===== src/include/crf_consts.vh =====
`ifndef CRF_CONSTS_VH
`define CRF_CONSTS_VH
// Operation codes on the opCode port
`define CRF_OP_NOP 5'h00
`define CRF_OP_FETCH 5'h01
`define CRF_OP_BUSRD 5'h02
`define CRF_OP_BUSWR 5'h03
`define CRF_OP_OR 5'h04
`define CRF_OP_XOR 5'h05
`define CRF_OP_INC 5'h06
`define CRF_OP_DEC 5'h07
`define CRF_OP_ADD 5'h08
`define CRF_OP_CADD 5'h09
`define CRF_OP_DADD 5'h0a
`define CRF_OP_SR 5'h0b
`define CRF_OP_SRL 5'h0c
`define CRF_OP_SIO 5'h0d
`define CRF_OP_RR 5'h0e
`define CRF_OP_RRL 5'h0f
`define CRF_OP_XPL 5'h10
`define CRF_OP_XPH 5'h11
`define CRF_OP_XPPC 5'h12
`define CRF_OP_LDE 5'h13
`define CRF_OP_XAE 5'h14
`define CRF_OP_CSA 5'h15
`define CRF_OP_CAS 5'h16
`define CRF_OP_EA 5'h17
`define CRF_OP_IRQ 5'h18
`define CRF_OP_LDAC 5'h19
`define CRF_OP_LDPTR 5'h1a
// Register port addresses
`define CRF_ADDR_PC 4'h0
`define CRF_ADDR_P1 4'h1
`define CRF_ADDR_P2 4'h2
`define CRF_ADDR_P3 4'h3
`define CRF_ADDR_AC 4'h4
`define CRF_ADDR_EXT 4'h5
`define CRF_ADDR_STAT 4'h6
// Status bit positions
`define CRF_ST_F0 0
`define CRF_ST_F2 2
`define CRF_ST_IE 3
`define CRF_ST_SA 4
`define CRF_ST_SB 5
`define CRF_ST_OV 6
`define CRF_ST_CY 7
// Reset values and constants
`define CRF_RST_16 16'h0000
`define CRF_RST_8 8'h00
`define CRF_DISP_EXT 8'h80
`define CRF_PC_LOW_W 12
`endif


===== src/rtl/crf_core.v =====
`timescale 1ns/1ps
`include "crf_consts.vh"

// Operation
// [RULE1] 16-bit program counter, incremented just before every fetch.
// [RULE2] Increment wraps within low 12 bits, no carry into top 4.
// [RULE3] Top 4 bits reset to zero; changed only by pointer exchange. The core also changes them on a register port write to the PC.
// [RULE4] Three 16-bit pointers, loadable by program, general purpose.
// [RULE5] Interrupt swaps pointer 3 into PC; software preloads address minus one.
// [RULE6] 8-bit accumulator takes results, shifts, rotates and exchanges.
// [RULE7] Indexed displacement of -128 is replaced by extension register.
// [RULE8] Opcode captured in hidden instruction register on each fetch.
// [RULE9] Hidden data register captures and holds bus bytes during strobes.
// [RULE10] ALU does OR, XOR, increment, decrement, binary and BCD add.
// [RULE11] Right shifts with/without link or serial in, rotates with/without link.
// [RULE12] Low or high pointer byte swaps with accumulator.
// [RULE13] Whole PC swaps with any pointer in one operation.
// [RULE14] Accumulator loads from or swaps with extension register.
// [RULE15] Status copy into accumulator leaves status unchanged.
// [RULE16] Accumulator copy into status skips bits 4 and 5.
// [RULE17] Flags 0 to 2 drive latched output pins.
// [RULE18] Interrupt enable changes only by program; clear blocks requests. The core also clears it on interrupt service entry.
// [RULE19] With enable set, high first sense input requests interrupt.
// [RULE20] Second sense input is status only, never an interrupt.
// [RULE21] Overflow set by binary and complement adds, untouched by BCD add.
// [RULE22] Carry/link from bit 7 in adds; feeds adds, link shifts, rotates.
// [RULE23] Reset clears every visible register so first fetch is address one.
// [RULE24] Status bits 4 and 5 show live sense pin levels on read.
module crf_core (
  ref_clk,
  resetn,
  opCode,
  opPtrSel,
  opData,
  busDataIn,
  readStrobeN,
  writeStrobeN,
  serialIn,
  irqSenseIn,
  auxSenseIn,
  regAddr,
  regWrData,
  regWr,
  regRd,
  regRdData,
  busDataOut,
  busDataOe,
  effAddr,
  fetchAddr,
  instrCode,
  serialOut,
  userOut,
  irqRequest
);
  input wire ref_clk;
  input wire resetn;
  input wire [4:0] opCode;
  input wire [1:0] opPtrSel;
  input wire [7:0] opData;
  input wire [7:0] busDataIn;
  input wire readStrobeN;
  input wire writeStrobeN;
  input wire serialIn;
  input wire irqSenseIn;
  input wire auxSenseIn;
  input wire [3:0] regAddr;
  input wire [15:0] regWrData;
  input wire regWr;
  input wire regRd;
  output reg [15:0] regRdData;
  output wire [7:0] busDataOut;
  output wire busDataOe;
  output reg [15:0] effAddr;
  output wire [15:0] fetchAddr;
  output wire [7:0] instrCode;
  output wire serialOut;
  output wire [2:0] userOut;
  output wire irqRequest;

  ////////////////////////////////////////////////////////////////////////
  // Pin synchronisers: three stages, a change counts when stages 2 and 3 agree
  reg [2:0] saSync_r;
  reg [2:0] sbSync_r;
  reg [2:0] rdSync_r;
  reg [2:0] wrSync_r;
  reg [2:0] siSync_r;
  reg saLvl_r;
  reg sbLvl_r;
  reg rdLvl_r;
  reg wrLvl_r;
  reg siLvl_r;
  reg [7:0] busIn1_r;
  reg [7:0] busIn2_r;

  always @(posedge ref_clk or negedge resetn) begin
    if (!resetn) begin
      saSync_r <= 3'h0;
      sbSync_r <= 3'h0;
      rdSync_r <= 3'h7;
      wrSync_r <= 3'h7;
      siSync_r <= 3'h0;
      saLvl_r <= 1'b0;
      sbLvl_r <= 1'b0;
      rdLvl_r <= 1'b1;
      wrLvl_r <= 1'b1;
      siLvl_r <= 1'b0;
      busIn1_r <= 8'h00;
      busIn2_r <= 8'h00;
    end else begin
      saSync_r <= {saSync_r[1:0], irqSenseIn};
      sbSync_r <= {sbSync_r[1:0], auxSenseIn};
      rdSync_r <= {rdSync_r[1:0], readStrobeN};
      wrSync_r <= {wrSync_r[1:0], writeStrobeN};
      siSync_r <= {siSync_r[1:0], serialIn};
      busIn1_r <= busDataIn;
      busIn2_r <= busIn1_r;
      if (saSync_r[1] == saSync_r[2]) saLvl_r <= saSync_r[2];
      if (sbSync_r[1] == sbSync_r[2]) sbLvl_r <= sbSync_r[2];
      if (rdSync_r[1] == rdSync_r[2]) rdLvl_r <= rdSync_r[2];
      if (wrSync_r[1] == wrSync_r[2]) wrLvl_r <= wrSync_r[2];
      if (siSync_r[1] == siSync_r[2]) siLvl_r <= siSync_r[2];
    end
  end

  ////////////////////////////////////////////////////////////////////////
  // Register state
  reg [15:0] pc_r;
  reg [15:0] pc_nxt;
  reg [15:0] ptr_r [1:3];
  reg [15:0] ptrSel_nxt;
  reg [7:0] acc_r;
  reg [7:0] acc_nxt;
  reg [7:0] ext_r;
  reg [7:0] ext_nxt;
  reg [7:0] stat_r;
  reg [7:0] stat_nxt;
  reg [7:0] instr_r;
  reg [7:0] dataIo_r;
  reg [7:0] dataIo_nxt;
  reg serOut_r;
  reg serOut_nxt;
  reg ptrWe;
  reg [1:0] ptrIdx;
  reg [15:0] eaNxt;

  // Sense bits are not stored; they are spliced in live on every read
  wire [7:0] statView = {stat_r[7:6], sbLvl_r, saLvl_r, stat_r[3:0]}; // [RULE24]
  wire cyIn = stat_r[`CRF_ST_CY];
  wire [15:0] selPtr = (opPtrSel == 2'h0) ? pc_r : ptr_r[opPtrSel];

  assign fetchAddr = pc_r;
  assign instrCode = instr_r;
  assign serialOut = serOut_r;
  assign userOut = stat_r[`CRF_ST_F2:`CRF_ST_F0]; // [RULE17]
  assign busDataOut = dataIo_r; // [RULE9]
  assign busDataOe = ~wrLvl_r; // [RULE9]
  // Only the first sense input can request service, and only when gated
  assign irqRequest = stat_r[`CRF_ST_IE] & saLvl_r; // [RULE18] [RULE19] [RULE20]

  ////////////////////////////////////////////////////////////////////////
  // ALU: binary add, complement add and BCD add share the carry/link
  wire [7:0] addB = (opCode == `CRF_OP_CADD) ? ~dataIo_r : dataIo_r;
  wire [8:0] binSum = {1'b0, acc_r} + {1'b0, addB} + {8'h00, cyIn}; // [RULE22]
  wire binOv = (acc_r[7] == addB[7]) && (binSum[7] != acc_r[7]); // [RULE21]
  wire [4:0] loRaw = {1'b0, acc_r[3:0]} + {1'b0, dataIo_r[3:0]} + {4'h0, cyIn};
  wire loCy = (loRaw > 5'h09);
  wire [4:0] loAdj = loCy ? (loRaw + 5'h06) : loRaw;
  wire [4:0] hiRaw = {1'b0, acc_r[7:4]} + {1'b0, dataIo_r[7:4]} + {4'h0, loCy};
  wire hiCy = (hiRaw > 5'h09);
  wire [4:0] hiAdj = hiCy ? (hiRaw + 5'h06) : hiRaw;
  wire [7:0] bcdSum = {hiAdj[3:0], loAdj[3:0]}; // [RULE10]

  ////////////////////////////////////////////////////////////////////////
  // Next-state logic for one microcycle operation
  always @* begin
    pc_nxt = pc_r;
    acc_nxt = acc_r;
    ext_nxt = ext_r;
    stat_nxt = stat_r;
    dataIo_nxt = dataIo_r;
    serOut_nxt = serOut_r;
    ptrWe = 1'b0;
    ptrIdx = opPtrSel;
    ptrSel_nxt = selPtr;
    eaNxt = effAddr;
    case (opCode)
      `CRF_OP_FETCH: begin
        pc_nxt = {pc_r[15:12], pc_r[11:0] + 12'h001}; // [RULE1] [RULE2]
      end
      `CRF_OP_BUSWR: begin
        dataIo_nxt = acc_r; // [RULE9]
      end
      `CRF_OP_OR: begin
        acc_nxt = acc_r | dataIo_r; // [RULE10]
      end
      `CRF_OP_XOR: begin
        acc_nxt = acc_r ^ dataIo_r; // [RULE10]
      end
      `CRF_OP_INC: begin
        dataIo_nxt = dataIo_r + 8'h01; // [RULE10]
        acc_nxt = dataIo_r + 8'h01;
      end
      `CRF_OP_DEC: begin
        dataIo_nxt = dataIo_r - 8'h01; // [RULE10]
        acc_nxt = dataIo_r - 8'h01;
      end
      `CRF_OP_ADD, `CRF_OP_CADD: begin
        acc_nxt = binSum[7:0]; // [RULE6] [RULE10]
        stat_nxt[`CRF_ST_CY] = binSum[8]; // [RULE22]
        stat_nxt[`CRF_ST_OV] = binOv; // [RULE21]
      end
      `CRF_OP_DADD: begin
        acc_nxt = bcdSum; // [RULE10]
        stat_nxt[`CRF_ST_CY] = hiCy; // [RULE22]
      end
      `CRF_OP_SR: begin
        acc_nxt = {1'b0, acc_r[7:1]}; // [RULE11]
      end
      `CRF_OP_SRL: begin
        acc_nxt = {cyIn, acc_r[7:1]}; // [RULE11] [RULE22]
      end
      `CRF_OP_SIO: begin
        ext_nxt = {siLvl_r, ext_r[7:1]}; // [RULE11]
        serOut_nxt = ext_r[0];
      end
      `CRF_OP_RR: begin
        acc_nxt = {acc_r[0], acc_r[7:1]}; // [RULE11]
      end
      `CRF_OP_RRL: begin
        acc_nxt = {cyIn, acc_r[7:1]}; // [RULE11] [RULE22]
        stat_nxt[`CRF_ST_CY] = acc_r[0];
      end
      `CRF_OP_XPL: begin
        if (opPtrSel != 2'h0) begin
          ptrWe = 1'b1;
          ptrSel_nxt = {selPtr[15:8], acc_r}; // [RULE12]
          acc_nxt = selPtr[7:0];
        end
      end
      `CRF_OP_XPH: begin
        if (opPtrSel != 2'h0) begin
          ptrWe = 1'b1;
          ptrSel_nxt = {acc_r, selPtr[7:0]}; // [RULE12]
          acc_nxt = selPtr[15:8];
        end
      end
      `CRF_OP_XPPC: begin
        if (opPtrSel != 2'h0) begin
          ptrWe = 1'b1;
          ptrSel_nxt = pc_r; // [RULE13]
          pc_nxt = selPtr; // [RULE3] [RULE13]
        end
      end
      `CRF_OP_IRQ: begin
        // Service entry swaps PC with pointer 3 and closes the gate
        if (irqRequest) begin
          ptrWe = 1'b1;
          ptrIdx = 2'h3;
          ptrSel_nxt = pc_r; // [RULE5]
          pc_nxt = ptr_r[3]; // [RULE5]
          stat_nxt[`CRF_ST_IE] = 1'b0;
        end
      end
      `CRF_OP_LDE: begin
        acc_nxt = ext_r; // [RULE14]
      end
      `CRF_OP_XAE: begin
        acc_nxt = ext_r; // [RULE14]
        ext_nxt = acc_r;
      end
      `CRF_OP_CSA: begin
        acc_nxt = statView; // [RULE15]
      end
      `CRF_OP_CAS: begin
        stat_nxt = {acc_r[7:6], stat_r[5:4], acc_r[3:0]}; // [RULE16] [RULE18]
      end
      `CRF_OP_EA: begin
        // Displacement 0x80 means take the extension register instead
        eaNxt = selPtr + {{8{(opData == `CRF_DISP_EXT) ? ext_r[7] : opData[7]}},
          ((opData == `CRF_DISP_EXT) ? ext_r : opData)}; // [RULE7]
      end
      `CRF_OP_LDAC: begin
        acc_nxt = opData; // [RULE6]
      end
      `CRF_OP_LDPTR: begin
        if (opPtrSel != 2'h0) begin
          ptrWe = 1'b1;
          ptrSel_nxt = {acc_r, dataIo_r}; // [RULE4]
        end
      end
      default: begin
        pc_nxt = pc_r;
      end
    endcase
  end

  ////////////////////////////////////////////////////////////////////////
  // Visible registers; the register port write takes priority over ops
  always @(posedge ref_clk or negedge resetn) begin
    if (!resetn) begin
      pc_r <= `CRF_RST_16; // [RULE3] [RULE23]
      acc_r <= `CRF_RST_8; // [RULE23]
      ext_r <= `CRF_RST_8;
      stat_r <= `CRF_RST_8;
      instr_r <= `CRF_RST_8;
      dataIo_r <= `CRF_RST_8;
      serOut_r <= 1'b0;
      effAddr <= `CRF_RST_16;
    end else begin
      pc_r <= pc_nxt;
      acc_r <= acc_nxt;
      ext_r <= ext_nxt;
      stat_r <= stat_nxt;
      serOut_r <= serOut_nxt;
      effAddr <= eaNxt;
      dataIo_r <= dataIo_nxt;
      if (opCode == `CRF_OP_FETCH) instr_r <= busIn2_r; // [RULE8]
      if ((opCode == `CRF_OP_BUSRD) && !rdLvl_r) dataIo_r <= busIn2_r; // [RULE9]
      if (regWr) begin
        case (regAddr)
          `CRF_ADDR_PC: pc_r <= regWrData;
          `CRF_ADDR_AC: acc_r <= regWrData[7:0];
          `CRF_ADDR_EXT: ext_r <= regWrData[7:0];
          `CRF_ADDR_STAT: stat_r <= {regWrData[7:6], 2'b00, regWrData[3:0]}; // [RULE16]
          default: ext_r <= ext_nxt;
        endcase
      end
    end
  end

  genvar gi;
  generate
    for (gi = 1; gi <= 3; gi = gi + 1) begin : gPtr
      always @(posedge ref_clk or negedge resetn) begin
        if (!resetn) begin
          ptr_r[gi] <= `CRF_RST_16; // [RULE23]
        end else if (regWr && (regAddr == gi)) begin
          ptr_r[gi] <= regWrData; // [RULE4]
        end else if (ptrWe && (ptrIdx == gi)) begin
          ptr_r[gi] <= ptrSel_nxt;
        end
      end
    end
  endgenerate

  ////////////////////////////////////////////////////////////////////////
  // Register port read, data valid the cycle after the strobe
  always @(posedge ref_clk or negedge resetn) begin
    if (!resetn) begin
      regRdData <= 16'h0000;
    end else if (regRd) begin
      case (regAddr)
        `CRF_ADDR_PC: regRdData <= pc_r;
        `CRF_ADDR_P1: regRdData <= ptr_r[1];
        `CRF_ADDR_P2: regRdData <= ptr_r[2];
        `CRF_ADDR_P3: regRdData <= ptr_r[3];
        `CRF_ADDR_AC: regRdData <= {8'h00, acc_r};
        `CRF_ADDR_EXT: regRdData <= {8'h00, ext_r};
        `CRF_ADDR_STAT: regRdData <= {8'h00, statView}; // [RULE24]
        default: regRdData <= 16'h0000;
      endcase
    end else begin
      regRdData <= 16'h0000;
    end
  end
endmodule // crf_core


===== config.mk =====
export PLATFORM = sky130hd
export DESIGN_NAME = crf_core
export DESIGN_NICKNAME = d
export VERILOG_FILES = /design/src/rtl/crf_core.v
export VERILOG_INCLUDE_DIRS = /design/src /design/src/include
export SDC_FILE = /design/constraint.sdc
export NUM_CORES = 1
export LEC_CHECK = 0
export BUFFER_PORTS_ARGS = -buffer_cell sky130_fd_sc_hd__buf_2
export CORE_ASPECT_RATIO = 1.25
export CORE_MARGIN = 10
export CORE_UTILIZATION = 45
export CTS_BUF_LIST = sky130_fd_sc_hd__clkbuf_16
export DETAILED_ROUTE_END_ITERATION = 16
export PLACE_DENSITY_LB_ADDON = 0.05
export SYNTH_ARGS = -nofsm -noshare
export SYNTH_HDL_FRONTEND = slang
export SYNTH_SLANG_ARGS = --single-unit

===== constraint.sdc =====
create_clock -name ref_clk -period 9.4 [get_ports ref_clk]
set_input_delay 0.94 -clock ref_clk [delete_from_list [all_inputs] [get_ports ref_clk]]
set_output_delay 0.94 -clock ref_clk [all_outputs]
set_load 0.01 [all_outputs]

# Word level (Yosys, flattened, before mapping)
# Index checks and enable logic that the tools add are counted.
# word_totals
regBits	171
latch_bits	0
mem_bits_rw	0
romBits	0
input_bits	52
out_inout_bits	70
word_cells	158
memories	0
# op_classes
add_sub_neg	12
n_mul	0
div	0
magnitude_cmp	3
n_eq_ne	43
n_shift	0
n_mux	50
n_bitwise	6
n_reduce_logical	20
# op_table
operator	n
$mux 16	18
$pmux 16 s7	1
$pmux 8 s14	1
$mux 8	12
$pmux 16 s5	1
$eq 5x5->1 const B	11
$pmux 16 s3	1
$eq 5x4->1 const B	8
$bmux 16 s2	1
$pmux 8 s3	1
$eq 5x3->1 const B	4
$add 16x16->16	1
$pmux 8 s2	1
$add 12x1->12 const B	1
$eq 4x3->1 const B	3
$add 4x4->5	2
$add 5x1->5	2
$eq 5x2->1 const B	2
$gt 5x4->1 const B	2
$add 8x8->9	1
$add 9x1->9	1
$add 4x3->4 const B	2
$add 8x1->8 const B	1
$eq 4x2->1 const B	2
other kinds (29)	54

# Longest topological paths before layout
# Gate-level depths: netlist (run 1).
# depth
word_depth	9
mapped_depth	19
ltp_nobuf	18

# Worst setup path after synthesis (run 1)
# Ideal clock, no wire load.
# synth_timing
kind	input to register
from	input port opCode[2]
to	register stat_r[7]
setup_ns	0.126
arrival_time_ns	4.006
required_time_ns	9.274
path_slack_ns	5.268
cell_stages	16
path_buffers	4
path_cell_list	buf_4 > buf_4 > buf_6 > nor3_1 > buf_2 > nand2_1 > xnor2_1 > fa_1 > inv_1 > fa_1 > a211oi_1 > o21bai_1 > a21o_1 > a21oi_1 > nor2_1 > o32a_1
# synth_between
elab_chain_cells	7
# synth_lines
item	line_no	rtl
start, declared	crf_core.v:57	input wire [4:0] opCode;
$eq 5x4->1	crf_core.v:186	case (opCode)
$mux 8	crf_core.v:162	wire [7:0] addB = (opCode == `CRF_OP_CADD) ? ~dataIo_r : dataIo_r;
$add 8x8->9	crf_core.v:163	wire [8:0] binSum = {1'b0, acc_r} + {1'b0, addB} + {8'h00, cyIn};
$add 9x1->9	crf_core.v:163	
$pmux 1 s4 *	crf_core.v:186	
$mux 8	crf_core.v:320	case (regAddr)
$mux 8 *	crf_core.v:319	if (regWr) begin
end signal, assigned	crf_core.v:304	stat_r <= `CRF_RST_8;
end signal, assigned	crf_core.v:313	stat_r <= stat_nxt;
end signal, assigned	crf_core.v:324	`CRF_ADDR_STAT: stat_r <= {regWrData[7:6], 2'b00, regWrData[3:0]};
end, declared	crf_core.v:135	reg [7:0] stat_r;
# Mark *: on every way between the ends. The rest lies on a longest branch, timed or not.
# A chain may end at the register's enable or synchronous reset.

# Worst setup path in the final report (run 1)
# layout_timing
from	register acc_r[0]
to	register acc_r[6]
# layout_between
elab_chain_cells	9
# layout_lines
item	line_no	rtl
start, declared	crf_core.v:131	reg [7:0] acc_r;
start signal, assigned	crf_core.v:302	acc_r <= `CRF_RST_8;
start signal, assigned	crf_core.v:311	acc_r <= acc_nxt;
start signal, assigned	crf_core.v:322	`CRF_ADDR_AC: acc_r <= regWrData[7:0];
$add 4x4->5	crf_core.v:165	wire [4:0] loRaw = {1'b0, acc_r[3:0]} + {1'b0, dataIo_r[3:0]} + {4'h0, cyIn};
$add 5x1->5	crf_core.v:165	
$gt 5x4->1	crf_core.v:166	wire loCy = (loRaw > 5'h09);
$add 5x1->5	crf_core.v:168	wire [4:0] hiRaw = {1'b0, acc_r[7:4]} + {1'b0, dataIo_r[7:4]} + {4'h0, loCy};
$add 4x3->4 / $gt 5x4->1 (equally long branches)	crf_core.v:170, crf_core.v:169	
$mux 4	crf_core.v:170	wire [4:0] hiAdj = hiCy ? (hiRaw + 5'h06) : hiRaw;
$pmux 8 s14 *	crf_core.v:186	
$mux 8	crf_core.v:320	
$mux 8 *	crf_core.v:319	
# Marks and branches as above.

==> results by group, run 1 <==
Outcome
  • Outcome: finished clean

Clocking
  • Root buf cell: clkbuf_16
  • Post-CTS sizing: 0
  • Clock transition at path regs: 0.08 ns
  • H-tree levels: 4
  • TritonCTS clock tree: done
  • CTS buffer count: 17
  • CTS sink cnt: 171
  • Clock Latency Late Sink: 0.45 ns
  • Longest Clk Path Bufs: 2
  • Setup bufs post-CTS: 0
  • # hold bufs at CTS: 0

Place
  • IO Port Bufs: 121
  • GP Congestion: 1.045
  • Pre-CTS setup slack: 4.866 ns
  • Post-DP HPWL: 36040 um

STA
  • Tmin final: 4.723 ns
  • Worst Tran Pin Value: 1.217 ns
  • Setup ws final: 4.677 ns
  • Slew HR: 18.24%
  • Fin Setup TNS: 0 ns
  • Setup violators final: 0
  • Max-slew violations: 0
  • Tcrit/Tclk final: 50.24%
  • Fin. Hold Viols: 0
  • RSZ-0062 raised after global routing: false
  • Achievable Freq: 0.2117 GHz
  • Clock Skew: 0.01964 ns

Route
  • # DRC: 0
  • Via count: 11.80k
  • Post-Route WL: 49260 um
  • ANT nets after route: 0
  • DR pass1 iterations: 7
  • Vias/cell: 6.850
  • Initial drt markers: 1600
  • Drt wl/cell: 28.59 um

Power
  • Int Power: 1.965 mW
  • Reg power frac: 34.5%
  • Comb pwr share: 46.8%
  • Clock power share: 18.7%
  • Pleak: 5.569 nW
  • Pwr/cell area: 281.8 mW/mm2
  • Switching share of power: 46.37%
  • Switch Pwr: 1.700 mW
  • Maximum vdd drop: 0.1372 mV

Cells and area
  • N_diodes: 0
  • Share of cells above drive strength 1: 16.14%
  • P&R area growth vs syn: 11.07%
  • Fill cell total of the finished layout: 2435
  • Net count, final: 1475

Worst setup path
  • Critical Path Start Type: flop
  • CP endpoint: acc_r[6]
  • R2R cell count: 17
  • Reg2reg start: acc_r[0]
  • CP Launch Point: acc_r[0]
  • R2r endpoint: acc_r[6]
  • WP data required: 9.77 ns
  • Crit path capture type: flop
  • Arr. time, crit path: 5.09 ns
  • Kind of critical path: reg -> reg
  • R2R Setup Slk: 4.68 ns
  • Crit-path max FO: 9

Floorplan
  • Number of cell rows: 65
  • Die area: 0.03292 mm2
  • Ports: 122
  • Die height: 200.4 um
  • Die width: 164.3 um
  • Initial Util: 46.00%
  • Placeable core area: 0.02546 mm2

Global route
  • Gr usage total: 29.20%
  • Gr ovfl total: 0
  • First-pass GRT wire length: 73200 um
  • Largest net degree at the start of global routing: 96
  • Vias in the first global route: 11.60k
  • Antenna violations before repair: 1

Logic synthesis
  • Synth Register Bits: 171
  • Main synth FF type: dfrtp_1
  • Post-synthesis sequential area ratio: 36.63%
  • Cell area after synthesis: 0.01171 mm2
  • Post-synth EDFFs: 0
  • Synth Instances: 1306
  • Syn nets: 1406
  • Distinct cells, synth: 95
  • Ys async rst share: 100.0%
  • Yosys warning count: 0
  • Syn_area_per_cell: 8.966 um2

Worst hold path
  • Hold Path Class: reg -> reg

Job
  • Max-cap viol count: 0
cells by family after synthesis:
| logic type | Yosys count | synth area share, % |
|---|---|---|
| buffers and inverters | 120 | 4.712 |
| AOI/OAI and AO/OA | 466 | 27.25 |
| and+or+nand+nor | 424 | 18.58 |
| adders and majority gates | 53 | 6.005 |
| DFF | 171 | 36.63 |
| muxes | 38 | 4.285 |
| xor gates and xnor gates | 34 | 2.543 |
how the worst min path moves through the flow:
stage,start,to,cells after the start,slack [ns]
final,busIn1_r[3],busIn2_r[3],0,0.35
after global routing,rdSync_r[0],rdSync_r[1],0,0.35
after CTS,busIn1_r[3],busIn2_r[3],0,0.35
after detailed placement,busIn1_r[0],busIn2_r[0],0,0.33
after global placement,busIn1_r[3],busIn2_r[3],0,0.33
after floorplan,busIn1_r[0],busIn2_r[0],0,0.33
power by group through the flow:
stage	clock, mW	sequential (mW)	combinational, mW
after floorplan	0	1.12	1.16
after global placement	0	1.25	1.67
after detailed placement	0	1.26	1.67
after CTS	0.696	1.24	1.68
after global routing	0.731	1.27	1.86
final	0.687	1.26	1.72
registers in the layout (all words and copies together), names as in the netlist:
name        count
ptr_r          48
siLvl_r         1
instrCode       8
siSync_r        3
stat_r          6
saSync_r        3
wrSync_r        3
busIn2_r        8
sbSync_r        3
fetchAddr      16
rdLvl_r         1
busDataOut      8
regRdData      16
sbLvl_r         1
saLvl_r         1
wrLvl_r         1
busIn1_r        8
ext_r           8
acc_r           8
effAddr        16
rdSync_r        3
serialOut       1
area by class of cell:
cell class	instances	area, um2	share of cell area (%)
multi-input cells	1015	6888	52.96
flip-flops and latches	171	4289	32.98
clock inverters	15	125.1	0.9620
inverters	32	120.1	0.9235
well taps	335	419.2	3.223
clock buffers	17	425.4	3.271
repair buffers	138	739.5	5.685
Yosys cell counts (8+ instances only):
cell type    n  area, um2
a222oi_1    30      300.3
nand2b_1    26      162.7
a31oi_1     38      237.7
nor3_1      18      90.09
nor3b_1      9      67.56
a22oi_1     71      533.0
buf_4       11      82.58
o21ai_1     17      85.08
and2_1      13      81.33
and3_1       8      50.05
o22ai_1     38      237.7
o21ai_0     52      260.3
nor4_1       9      56.30
a211oi_1    10      75.07
nand2_1    161      604.3
a221oi_1    20      175.2
mux2i_1     22      220.2
nand3_1     28      140.1
mux4_2       9      202.7
a21oi_1    108      540.5
nand3b_1    10      75.07
xnor2_1     21      183.9
dfstp_2      8      210.2
buf_2       24      120.1
a21o_1      14      105.1
clkbuf_1    46      172.7
xor2_1      13      113.9
inv_1       32      120.1
nor2_1      84      315.3
dfrtp_1    163       4079
ha_1        41      513.0
through the flow:
step | area, um2 | util [%] | instances | hold slack (ns) | power [mW]
floorplan | 11710 | - | 1306 | 0.3312 | 2.287
global placement | 12460 | 48.93 | 1691 | 0.3326 | 2.923
detailed placement | 12460 | 48.93 | 1691 | 0.3347 | 2.929
CTS | 13010 | 51.09 | 1723 | 0.3490 | 3.624
global route | 13010 | 51.09 | 1723 | 0.3482 | 3.862
finish | 13010 | 51.09 | 1723 | 0.3473 | 3.665
critical path: stages, from the launching register on:
cell and delay, ns:
dfrtp_1 0.55, fa_1 0.53, fa_1 0.44, a21o_1 0.18, a21oi_1 0.25, inv_1 0.09
a21oi_1 0.18, fa_1 0.21, inv_1 0.05, fa_1 0.40, xor2_1 0.26, inv_1 0.08
ha_1 0.24, a221oi_1 0.45, o21bai_1 0.21, a21oi_1 0.15, o21ai_0 0.10, a31oi_1 0.25
placed cells by master, fill, tap and decap left out, types with 9 or more instances in the layout:
cell type and count:
dfrtp_1 163, ha_1 41, inv_1 34, a221oi_1 20, nor3b_1 9, buf_4 17
xnor2_1 21, nand2b_1 26, a21oi_1 107, xor2_1 13, mux4_2 9, nand3_1 28
buf_2 120, and2_1 13, nor3_1 18, a222oi_1 30, a22oi_1 71, a211oi_1 10
nand2_1 161, nor2_1 84, nand3b_1 10, mux2i_1 22, a21o_1 14, o21ai_0 52
o21ai_1 17, clkbuf_16 17, o22ai_1 38, a31oi_1 38
layer usage:
metal	share of wire [%]	track usage, %	vias up
li1	-	-	5114
met3	9.2	5.698	210
met1	36	34.78	5711
met4	6.9	18.93	2
met5	0.039	0	-
met2	48	46.78	766
Power figures use the tool's default switching activity.
==> run 2, diff against run 1 <==
Settings changed: ABC_AREA set to 1.
Clock period 9.4 ns to 4.4 ns, I/O delays scaled along.
==> run 2 against run 1 <==
Effect of this change:
- critical path depth increased by 4
- power grew 110%
- sequential cell count unchanged
- maximum frequency up 18%
- final cell count is 24% higher
- combinational power grew 98%
- sequential share of layout area decreased by 1.1 points
- clock power increased by 140%
- worst hold slack got worse by 0.30 ns
==> results by group, run 2 <==
STA
  • Setup ws final: 0.3861 ns
  • Fin Setup TNS: 0 ns
  • WHS: 0.04441 ns
  • Fin. Hold Viols: 0
  • Tmin final: 4.014 ns
  • Tcrit/Tclk final: 91.22%
  • Setup violators final: 0
  • Worst Tran Pin Value: 0.9684 ns
  • Slew HR: 35.44%
  • Clock Skew: 0.01584 ns
  • Max-slew violations: 0
  • RSZ-0062 raised after global routing: false
  • Achievable Freq: 0.2491 GHz

Cells and area
  • Post-route insts no fill: 2141
  • Share of cells above drive strength 1: 13.44%
  • Most frequent cells in the layout: 442 x nand2_1, 194 x inv_1, 162 x dfrtp_1, 149 x nor2_1, 123 x nand3_1
  • Biggest register: ptr_r
  • Design area: 0.01348 mm2
  • Fill cell total of the finished layout: 2641
  • N_diodes: 0
  • Layout Utilization: 51.82%
  • Max reg flops: 48
  • Commonest non-fill, non-tap cell in the layout: nand2_1
  • Net count, final: 1888
  • P&R area growth vs syn: 13.88%

Logic synthesis
  • Syn_area_per_cell: 7.083 um2
  • Distinct cells, synth: 50
  • Cell area after synthesis: 0.01184 mm2
  • Post-synthesis sequential area ratio: 36.24%
  • Commonest cells post-synth: 443 x nand2_1, 194 x inv_1, 163 x dfrtp_1
  • Main synth FF type: dfrtp_1
  • Synth top area share: 34.46%
  • Synth area leaders: dfrtp_1 34%, nand2_1 14%, inv_1 6.2%
  • Synth Instances: 1671
  • Syn nets: 1771
  • Most common cell in the netlist: nand2_1
  • Ys async rst share: 100.0%
  • Synth Register Bits: 171
  • Post-synth top area cell: dfrtp_1
  • Yosys warning count: 0
  • Post-synth EDFFs: 0

Route
  • Vias/cell: 6.017
  • Via count: 12.88k
  • Drt wl/cell: 24.21 um
  • Initial drt markers: 1653
  • DR pass1 iterations: 6
  • ANT nets after route: 0
  • Post-Route WL: 51830 um
  • # DRC: 0

Power
  • Pwr/cell area: 558.3 mW/mm2
  • Reg power frac: 32.8%
  • Switch Pwr: 3.629 mW
  • Maximum vdd drop: 0.5123 mV
  • Tot Pwr: 7.525 mW
  • Switching share of power: 48.23%
  • Comb pwr share: 45.2%
  • Pleak: 6.718 nW
  • Clock power share: 22.0%
  • Int Power: 3.895 mW

Place
  • IO Port Bufs: 121
  • Post-DP HPWL: 40300 um
  • GP Congestion: 1.029
  • Placed Area: 0.01282 mm2
  • Pre-CTS setup slack: 0.2854 ns
  • Dpl cells: 2109

Clocking
  • Post-CTS sizing: 0
  • TritonCTS clock tree: done
  • Clock Latency Late Sink: 0.45 ns
  • CTS buffer count: 17
  • CTS sink cnt: 171
  • Setup bufs post-CTS: 0
  • H-tree levels: 4
  • Root buf cell: clkbuf_16
  • # hold bufs at CTS: 0
  • Longest Clk Path Bufs: 2
  • Clock transition at path regs: 0.09 ns

Worst setup path
  • Critical Path, Cell by Cell: fa_1, fa_2, xnor2_2, nand2_1, nand3_1, nand2_1, inv_1, fa_1, inv_1, fa_1, inv_1, ha_1, nand2_1, a21boi_0, nand2_1, nand2_2, nand2_1, nand3_1, nand4_1, nor2_1, nor2_1
  • Critical Path Start Type: flop
  • Crit path capture type: flop
  • WP data required: 4.76 ns
  • R2R Setup Slk: 0.39 ns
  • CP bufs+invs: 3
  • Crit. path cell count: 21
  • Crit-path max FO: 6
  • Delay-heaviest family, CP: adder cells
  • Kind of critical path: reg -> reg
  • Critical Path Max Stage Delay: 0.56 ns
  • R2R cell count: 21
  • Arr. time, crit path: 4.37 ns
  • Critical Path Most Common Cell: nand2_1
  • CP max stage cell: fa_1

Floorplan
  • Initial Util: 45.50%
  • Number of cell rows: 66
  • Ports: 122
  • Placeable core area: 0.02601 mm2
  • Die area: 0.03323 mm2
  • Die width: 165.1 um
  • Die height: 201.3 um

Global route
  • Vias in the first global route: 12.44k
  • Gr usage total: 30.76%
  • Antenna violations before repair: 0
  • Gr ovfl total: 0
  • First-pass GRT wire length: 76710 um
  • Largest net degree at the start of global routing: 109

Outcome
  • Outcome: finished clean

Worst hold path
  • Hold Path Class: in -> async

Job
  • Max-cap viol count: 0
## run 2: path summary, 6_finish.rpt
path	start	to
max	busDataOut[0]	acc_r[6]
min	resetn	effAddr[8]
max reg2reg	busDataOut[0]	acc_r[6]
min reg2reg	saSync_r[0]	saSync_r[1]
max in group asynchronous	resetn	wrSync_r[0]
min in group ref_clk	writeStrobeN	wrSync_r[0]
## run 2: power groups by stage
stage / clock, mW / sequential (mW) / combinational, mW
floorplan: 0 / 2.35 / 2.08
global placement: 0 / 2.46 / 3.27
detailed placement: 0 / 2.47 / 3.29
CTS: 1.68 / 2.44 / 3.31
global route: 1.75 / 2.50 / 3.75
finish: 1.66 / 2.47 / 3.40
## run 2: cell families after synthesis
group,share of synthesized area (%)
AO/OA/AOI/OAI,19.69
adder cells (fa/ha/maj),5.941
flip-flops,36.24
XOR/XNOR,1.184
buffers and inverters,8.425
AND/OR/NAND/NOR,28.52
## run 2: cell type report
class / instances / area [um2] / share of cell area (%)
sequential: 171 / 4290 / 31.83
tap: 340 / 425.4 / 3.156
inverter: 217 / 814.5 / 6.043
timing repair buffer: 138 / 742.0 / 5.504
clock inverter: 15 / 219.0 / 1.624
multi-input combinational: 1243 / 6563 / 48.69
clock buffer: 17 / 425.4 / 3.156
## run 2: per-layer routing
layer	global-route usage, %	vias up	share of wire (%)
li1	-	5855	-
met1	35.33	6051	36
met2	49.48	754	47
met3	5.760	223	7.8
met4	23.00	0	8.5
met5	0	-	0
